**config.mk**
```make
export PLATFORM = sky130hd
export DESIGN_NAME = ssw_supervisor
export DESIGN_NICKNAME = d
export VERILOG_FILES = /design/src/rtl/ssw_pkg.sv /design/src/rtl/ssw_interval.sv /design/src/rtl/ssw_supervisor.sv
export SDC_FILE = /design/constraint.sdc
export NUM_CORES = 1
export LEC_CHECK = 0
export ABC_CLOCK_PERIOD_IN_PS = 2500
export BUFFER_PORTS_ARGS = -buffer_cell sky130_fd_sc_hd__buf_2
export CORE_MARGIN = 5
export CORE_UTILIZATION = 40
export CTS_CLUSTER_SIZE = 8
export DETAILED_ROUTE_END_ITERATION = 8
export SLEW_MARGIN = 30
export SYNTH_ARGS = -nofsm -noshare
export SYNTH_HDL_FRONTEND = slang
export SYNTH_SLANG_ARGS = --single-unit
```
**constraint.sdc**
```tcl
create_clock -name mclk -period 2.5 [get_ports mclk]
set_clock_uncertainty 0.1 [all_clocks]
set_input_delay 0.25 -clock mclk [delete_from_list [all_inputs] [get_ports mclk]]
set_output_delay 0.25 -clock mclk [all_outputs]
set_load 0.1 [all_outputs]
```
**src/rtl/ssw_pkg.sv**
```systemverilog
package ssw_pkg;
    // ****************************************************************
    // Timing
    // ****************************************************************
    localparam int unsigned MCLK_HZ         = 250_000_000;
    localparam int unsigned MCLK_PERIOD_NS  = 4;
    localparam int unsigned RESET_STRETCH_MS = 200;
    localparam int unsigned WDOG_TIMEOUT_MS  = 1600;
    localparam int unsigned CE_HOLD_US       = 10;
    // Least times round up, never below one cycle
    localparam longint unsigned RESET_STRETCH_CYC =
        (longint'(RESET_STRETCH_MS) * 1_000_000 + MCLK_PERIOD_NS - 1) / MCLK_PERIOD_NS;
    localparam longint unsigned WDOG_TIMEOUT_CYC =
        (longint'(WDOG_TIMEOUT_MS) * 1_000_000 + MCLK_PERIOD_NS - 1) / MCLK_PERIOD_NS;
    localparam longint unsigned CE_HOLD_CYC =
        (longint'(CE_HOLD_US) * 1_000 + MCLK_PERIOD_NS - 1) / MCLK_PERIOD_NS;
    // ****************************************************************
    // Reset values
    // ****************************************************************
    localparam logic RST_N_INIT   = 1'b0;
    localparam logic WDOG_N_INIT  = 1'b1;
    localparam logic BACKUP_INIT  = 1'b0;
    localparam logic CE_OUT_INIT  = 1'b1;
    typedef enum logic [1:0] {SSW_CE_PASS, SSW_CE_HOLD, SSW_CE_BLOCK} ssw_ce_state_t;
endpackage

```
**src/rtl/ssw_interval.sv**
```systemverilog
`timescale 1ns/10ps
// ****************************************************************
// Interval counter: restarts while clr is high, done once it reaches limit
// ****************************************************************
module ssw_interval #(
    parameter int unsigned LIMIT = 16
) (
    // Clock and reset
    input  wire logic mclk,
    input  wire logic rst,
    // Control
    input  wire logic clr,
    input  wire logic run,
    // Status
    output logic      done
);
    localparam int W = $clog2(LIMIT + 1);
    localparam logic [W-1:0] LIM = W'(LIMIT);
    logic [W-1:0] cnt_reg;
    logic [W-1:0] cnt_next;
    assign done     = (cnt_reg == LIM);
    assign cnt_next = clr ? '0 : ((run && !done) ? cnt_reg + W'(1) : cnt_reg);
    always_ff @(posedge mclk or posedge rst) begin
        if (rst) begin
            cnt_reg <= '0;
        end else begin
            cnt_reg <= cnt_next;
        end
    end
endmodule

```
**src/rtl/ssw_supervisor.sv**
```systemverilog
`timescale 1ns/10ps
module ssw_supervisor
    import ssw_pkg::*;
#(
    parameter longint unsigned STRETCH_CYC = ssw_pkg::RESET_STRETCH_CYC,
    parameter longint unsigned WDOG_CYC    = ssw_pkg::WDOG_TIMEOUT_CYC,
    parameter longint unsigned CE_CYC      = ssw_pkg::CE_HOLD_CYC
) (
    // Clock and reset
    input  wire logic mclk,
    input  wire logic rst,
    // Supply compares, high when the supply is above the level
    input  wire logic vcc_above_reset,
    input  wire logic vcc_above_switchover,
    input  wire logic vcc_above_cell,
    input  wire logic vcc_above_early_supply_warning_n,
    input  wire logic cell_above_good,
    input  wire logic powerfail_sense_in,
    // Host side
    input  wire logic manual_reset_n,
    input  wire logic watchdog_kick,
    input  wire logic ce_in_n,
    // Outputs
    output logic      reset_n,
    output logic      reset_hi,
    output logic      watchdog_fault_n,
    output logic      ce_out_n,
    output logic      backup_path_active,
    output logic      backup_cell_good,
    output logic      powerfail_flag_n,
    output logic      early_supply_warning_n
);
    import ssw_pkg::*;

    // ****************************************************************
    // Reset generation
    // ****************************************************************
    wire rst_cause = !manual_reset_n || !vcc_above_reset;
    wire stretch_done;
    logic reset_n_reg;
    logic reset_n_next;

    ssw_interval #(.LIMIT(int'(STRETCH_CYC))) u_stretch (
        .mclk (mclk),
        .rst  (rst),
        .clr  (rst_cause),
        .run  (1'b1),
        .done (stretch_done)
    );

    assign reset_n_next = !rst_cause && stretch_done;
    always_ff @(posedge mclk or posedge rst) begin
        if (rst) begin
            reset_n_reg <= RST_N_INIT;
        end else begin
            reset_n_reg <= reset_n_next;
        end
    end
    assign reset_n  = reset_n_reg;
    assign reset_hi = !reset_n_reg;

    // ****************************************************************
    // Watchdog
    // ****************************************************************
    logic kick_reg;
    logic wdog_n_reg;
    logic wdog_n_next;
    wire  kick_edge = (watchdog_kick != kick_reg);
    wire  wdog_clr  = !reset_n_reg || kick_edge;
    wire  wdog_expired;

    ssw_interval #(.LIMIT(int'(WDOG_CYC))) u_wdog (
        .mclk (mclk),
        .rst  (rst),
        .clr  (wdog_clr),
        .run  (1'b1),
        .done (wdog_expired)
    );

    assign wdog_n_next = wdog_clr ? 1'b1 : (wdog_expired ? 1'b0 : wdog_n_reg);
    always_ff @(posedge mclk or posedge rst) begin
        if (rst) begin
            kick_reg   <= 1'b0;
            wdog_n_reg <= WDOG_N_INIT;
        end else begin
            kick_reg   <= watchdog_kick;
            wdog_n_reg <= wdog_n_next;
        end
    end
    // Supply state overrides the timer
    assign watchdog_fault_n = !vcc_above_switchover ? 1'b0 :
                              (!vcc_above_reset ? 1'b1 : wdog_n_reg);

    // ****************************************************************
    // Chip-select gating
    // ****************************************************************
    ssw_ce_state_t ce_state_reg;
    ssw_ce_state_t ce_state_next;
    wire ce_hold_done;

    ssw_interval #(.LIMIT(int'(CE_CYC))) u_ce (
        .mclk (mclk),
        .rst  (rst),
        .clr  (ce_state_reg != SSW_CE_HOLD),
        .run  (1'b1),
        .done (ce_hold_done)
    );

    always_comb begin
        ce_state_next = ce_state_reg;
        case (ce_state_reg)
            SSW_CE_PASS: begin
                if (!reset_n_next) begin
                    ce_state_next = ce_in_n ? SSW_CE_BLOCK : SSW_CE_HOLD;
                end
            end
            SSW_CE_HOLD: begin
                if (ce_in_n || ce_hold_done) begin
                    ce_state_next = SSW_CE_BLOCK;
                end
            end
            SSW_CE_BLOCK: begin
                if (reset_n_next) begin
                    ce_state_next = SSW_CE_PASS;
                end
            end
            default: ce_state_next = SSW_CE_BLOCK;
        endcase
    end
    always_ff @(posedge mclk or posedge rst) begin
        if (rst) begin
            ce_state_reg <= SSW_CE_BLOCK;
        end else begin
            ce_state_reg <= ce_state_next;
        end
    end
    assign ce_out_n = (ce_state_reg == SSW_CE_BLOCK) ? CE_OUT_INIT : ce_in_n;

    // ****************************************************************
    // Supply switchover and status
    // ****************************************************************
    logic backup_reg;
    wire  to_main   = vcc_above_reset || vcc_above_cell;
    wire  to_backup = !vcc_above_switchover && !vcc_above_cell;
    always_ff @(posedge mclk or posedge rst) begin
        if (rst) begin
            backup_reg <= BACKUP_INIT;
        end else if (to_main) begin
            backup_reg <= 1'b0;
        end else if (to_backup) begin
            backup_reg <= 1'b1;
        end
    end
    assign backup_path_active     = backup_reg;
    assign backup_cell_good       = vcc_above_switchover && cell_above_good;
    assign powerfail_flag_n       = vcc_above_switchover && powerfail_sense_in;
    assign early_supply_warning_n = vcc_above_early_supply_warning_n;
endmodule

```
== After elaboration in Yosys (flattened, before gate mapping) ==
Index checks and enable logic that the tools add are counted.

* Reduce and logical (&&, ||, !) cells: 18
* Equality and inequality tests: 13
* Mux-type cells: 18
* Add/subtract/negate cells: 3

{| class="wikitable"
|+ Operators with widths
! cell !! number
|-
| 29-bit two-way mux || 2
|-
| 26-bit two-way mux || 2
|-
| 29-bit by 1-bit adder with 29-bit output, second input constant || 1
|-
| 29-bit == test, second input constant || 1
|-
| 26-bit by 1-bit adder with 26-bit output, second input constant || 1
|-
| 26-bit == test, second input constant || 1
|-
| 12-bit two-way mux || 2
|-
| 12-bit by 1-bit adder with 12-bit output, second input constant || 1
|-
| 12-bit == test, second input constant || 1
|-
| 2-bit two-way mux || 4
|-
| 2-bit inequality test, second input constant || 4
|-
| 1-bit two-way mux || 7
|-
| 1-bit logical NOT || 6
|-
| 2-bit by 1-bit inequality test with 1-bit output, second input constant || 3
|-
| 2-bit one-hot mux with 3 select lines || 1
|-
| 1-bit logical AND || 4
|-
| 1-bit logical OR || 4
|-
| 2-bit nonzero test || 2
|-
| 3-bit AND reduction || 1
|-
| 2-bit by 1-bit == test with 1-bit output, second input constant || 1
|-
| 2-bit == test, second input constant || 1
|-
| 2-bit logical NOT || 1
|-
| 1-bit inequality test || 1
|}

* Word-level logic and storage cells: 60
* Input port bits: 11
* Register bits after elaboration: 73
* Output and inout port bits: 8

== Depth between registers and ports, before layout ==
* Depth in word-level cells: 6
* Mapped depth: 7
* Gate-level depth less buffers: 6

== By module ==
A second synthesis with hierarchy kept.

* Cells, all modules: 419
* Area total of the unflattened synthesis: 4,068.9 um2

{| class="wikitable"
|+ Modules (own cells, without submodules)
! module !! seq. area each (um2) !! instances !! cells each !! area each (um2)
|-
| ssw_interval at u_wdog || 725.7 || 1 || 169 || 1,674.1
|-
| ssw_interval at u_stretch || 650.6 || 1 || 150 || 1,427.6
|-
| ssw_interval at u_ce || 300.3 || 1 || 72 || 679.4
|-
| ssw_supervisor || 152.6 || 1 || 28 || 287.8
|}

== Least setup slack after synthesis ==
Ideal clock, no wire load.

* Path kind: reg-to-output
* From: register wdog_n_reg
* To: output watchdog_fault_n
* Stages on the path, launching flop included: 3
* Data required time: 2.150 ns
* Data arrival time: 2.718 ns
* Slack: -0.568 ns
* Buffers on the path: 0
* Cell sequence: dfstp_2 > inv_1 > a21boi_0

* Cells in the longest elaborated chain, start to end: 2

{| class="wikitable"
|+ Ends and longest elaborated chain
! what !! line !! text
|-
| start: declaration || ssw_supervisor.sv:66 || <nowiki>logic wdog_n_reg;</nowiki>
|-
| start signal: assignment || ssw_supervisor.sv:87 || <nowiki>wdog_n_reg <= wdog_n_next;</nowiki>
|-
| 1-bit two-way mux || ssw_supervisor.sv:92 || <nowiki>(!vcc_above_reset ? 1'b1 : wdog_n_reg);</nowiki>
|-
| 1-bit two-way mux || ssw_supervisor.sv:91 || <nowiki>assign watchdog_fault_n = !vcc_above_switchover ? 1'b0 :</nowiki>
|-
| end: declaration || ssw_supervisor.sv:26 || <nowiki>output logic watchdog_fault_n,</nowiki>
|}

Every way passes these cells.

== Worst setup path after layout ==
* From: register u_wdog.cnt_reg[1]
* To: register u_wdog.cnt_reg[14]

* Cells in the longest elaborated chain, start to end: 3
* Elaborated cells between the ends (all ways): 5
* Classes of those cells: 1 x add/sub; 2 x eq/ne; 2 x mux

{| class="wikitable"
|+ Ends and longest elaborated chain
! what !! line !! text
|-
| start: declaration || ssw_interval.sv:19 || <nowiki>logic [W-1:0] cnt_reg;</nowiki>
|-
| start signal: assignment || ssw_interval.sv:27 || <nowiki>cnt_reg <= cnt_next;</nowiki>
|-
| 29-bit by 1-bit adder with 29-bit output || ssw_interval.sv:22 || <nowiki>assign cnt_next = clr ? '0 : ((run && !done) ? cnt_reg + W'(1) : cnt_reg);</nowiki>
|-
| 29-bit two-way mux (2 in series) || ssw_interval.sv:22 ||
|}

Several ways; a longest one is shown, not always the timed one. The select of a mux whose other input is x is not followed.
A chain may end at the register's enable or synchronous reset.

==> results.py <==
metrics = {
    "run_status": {
        "status": "finished, final reports clean",
    },
    "detailed_routing": {
        "first_pass_iters": 7,
        "route.detailed.drc": 0,
        "finalWirelength_um": 8200,
        "drt-met1-wl_um": 3830,
        "route.met2.wl_um": 4100,
        "vias_per_cell": 5.40,
        "top_layer": "met4",
        "ant_nets": 0,
        "drt-initial-drc-count": 108,
        "wl_met3_um": 209,
        "vias": 3125,
        "wl_per_cell_um": 14.2,
    },
    "power_and_ir_drop": {
        "cellLeakagePower_uw": 0.00167,
        "power.density_nw_per_um2": 501,
        "ir_drop_mv": 0.239,
    },
    "grt": {
        "grt_pass1_wl_um": 15000,
        "grt_max_degree": 38,
        "antenna_found_initial": 0,
        "gr-total-overflow": 0,
        "track_usage": 0.158,
        "grt_pass1_vias": 3200,
    },
    "cells_and_area": {
        "fillers": 981,
        "multiInputGateArea_sq_um": 1900,
        "stdcell_area_sq_um": 4390,
        "syn_to_final_growth_pct": 12.4,
        "nNetsFinal": 459,
        "largest_register_ffs": 29,
        "diodes": 0,
        "ff_latch_area_sq_um": 1830,
        "utilization": 0.455,
        "drive_gt1_frac": 0.123,
    },
    "yosys": {
        "async_reset_ff_frac": 1.00,
        "ys_seq_elements": 73,
        "syn_inst": 418,
        "synth_edf_count": 0,
        "synthesis.nets": 435,
        "ys_seq_area_frac": 0.469,
        "synth_top_flop_cell": "dfrtp_1",
        "ys_types": 49,
        "synth_area_sq_um": 3900,
        "syn_area_per_cell_sq_um": 9.34,
        "synth_warnings": 0,
    },
    "worst_hold_path": {
        "hold_class": "in -> reg",
    },
    "floorplanning": {
        "rows": 36,
        "design.portCount": 19,
        "die-area_sq_um": 11800,
        "start_util": 0.405,
        "core_area_sq_um": 9640,
        "die_w_um": 109,
        "die_y_um": 109,
    },
    "sta": {
        "setup_tns_ns": 0,
        "worst_pin_slew_ns": 0.555,
        "timing.final.crit_share": 0.953,
        "hold_ws_ns": 0.143,
        "max_freq_mhz": 420,
        "hold_viol": 0,
        "period_minus_slack_ns": 2.38,
        "finalSetupViolCount": 0,
        "relSlewSlack": 0.627,
        "slew_viol_final": 0,
        "rsz0062_at_grt": "no",
    },
    "cts": {
        "clkSinkCount": 73,
        "cts_max_path_buffers": 2,
        "cts_resized": 0,
        "cts_tree": "built",
        "post-cts-setup-buffers": 0,
        "clk_pin_slew_worst_paths_ns": 0.08,
        "clk-insertion-delay-late_ns": 0.34,
        "cts_made_buffers": 9,
        "cts_root_buf": "clkbuf_8",
        "htree_num_levels": 3,
        "cts.hold.buffers_added": 4,
    },
    "setup_path": {
        "arrival_ns": 2.54,
        "crit_type": "reg -> reg",
        "worstPathRequired_ns": 2.66,
        "startpoint_type": "register",
        "cp_max_fo": 12,
        "end_kind": "register",
    },
    "place": {
        "io_buffers": 16,
        "place.gp.congestion": 0.840,
        "post-dp-hpwl_um": 5840,
        "dpl_cell_area_sq_um": 4150,
    },
    "run": {
        "drv_cap": 0,
    },
}
[through the flow]
step | setup WS [ns] | cells | power, uW
2_1_floorplan | 0.137 | 418 | 1270
3_3_place_gp | 0.194 | 560 | 1290
3_5_place_dp | 0.128 | 560 | 1300
4_1_cts | 0.120 | 579 | 2230
5_1_grt | 0.00157 | 579 | 2300
6_report | 0.118 | 579 | 2200
[worst paths after layout]
check | start | end | slack, ns | depth (start not counted)
setup / recovery | u_wdog.cnt_reg[1]$_DFFE_PP0P_ | u_wdog.cnt_reg[14]$_DFFE_PP0P_ | 0.12 | 6
hold / removal | ce_in_n | ce_state_reg[1]$_DFFE_PP1P_ | 0.14 | 4
setup reg to reg | u_wdog.cnt_reg[1]$_DFFE_PP0P_ | u_wdog.cnt_reg[14]$_DFFE_PP0P_ | 0.12 | 6
hold reg to reg | wdog_n_reg$_DFFE_PP1P_ | wdog_n_reg$_DFFE_PP1P_ | 0.41 | 2
max in group asynchronous | rst | ce_state_reg[1]$_DFFE_PP1P_ | 1.45 | 4
min in group asynchronous | rst | u_ce.cnt_reg[11]$_DFFE_PP0P_ | 0.38 | 4
[worst max-delay path, cell delays in order (launching register included)]
cell,delay (ns)
dfrtp_1,0.41
ha_1,0.20
nand3_2,0.14
or4_1,0.73
buf_4,0.24
or3_1,0.34
a21oi_1,0.14
[logic make-up (layout without fill, tap and decap cells)]
family,after synthesis,after routing,synth area share
simple gates,195,195,0.286
compound gates,77,77,0.114
xor+xnor,26,26,0.0583
buf+inv,37,65,0.0436
flops,73,73,0.469
mux,4,4,0.0103
fa+ha+maj,6,6,0.0192
[synth_stat cells (all sizes together) (12+ instances only)]
master,instances,area [sq um]
dfrtp,71,1780
nor2,35,131
a21oi,34,170
nand2,26,97.6
nand3,24,138
o21ai,22,110
nand4,21,131
or3,21,134
inv,19,71.3
xor2,16,140
or4,14,109
nor3,12,60.1
[routing by layer]
| metal | GRT usage | up-vias |
|---|---|---|
| met5 | 0 | - |
| met3 | 0.0456 | 7 |
| met4 | 0.0325 | 0 |
| met2 | 0.268 | 30 |
| met1 | 0.202 | 1519 |
| li1 | - | 1569 |
[final cells by class]
| cell class | instances | area share |
|---|---|---|
| multi-input combinational | 308 | 0.434 |
| sequential | 73 | 0.417 |
| timing repair buffer | 31 | 0.0491 |
| tap | 133 | 0.0379 |
| clock buffer | 11 | 0.0322 |
| inverter | 19 | 0.0171 |
| clock inverter | 4 | 0.0123 |
[report_power, final]
part | switching [uW] | leakage [uW] | total [uW] | internal [uW]
Clock | 441 | 0.0000916 | 926 | 485
Combinational | 64.9 | 0.000567 | 87.3 | 22.4
Sequential | 2.80 | 0.00101 | 1190 | 1180
Total | 509 | 0.00167 | 2200 | 1690
[cell usage in the layout, fill, tap and decap left out, types with 7 or more instances in the layout]
cell / n
nor4b_1: 7
nor3_1: 12
o31ai_1: 10
nand3_1: 22
dfrtp_1: 70
xor2_1: 16
nor2_1: 35
o21ai_0: 22
a21oi_1: 34
clkbuf_8: 10
or4_1: 13
or3_1: 19
inv_1: 17
nand4_1: 21
buf_2: 16
and4_1: 7
and2_1: 7
buf_4: 10
xnor2_1: 10
nand2_1: 26
Note: power is estimated with default switching activity, not from simulation.
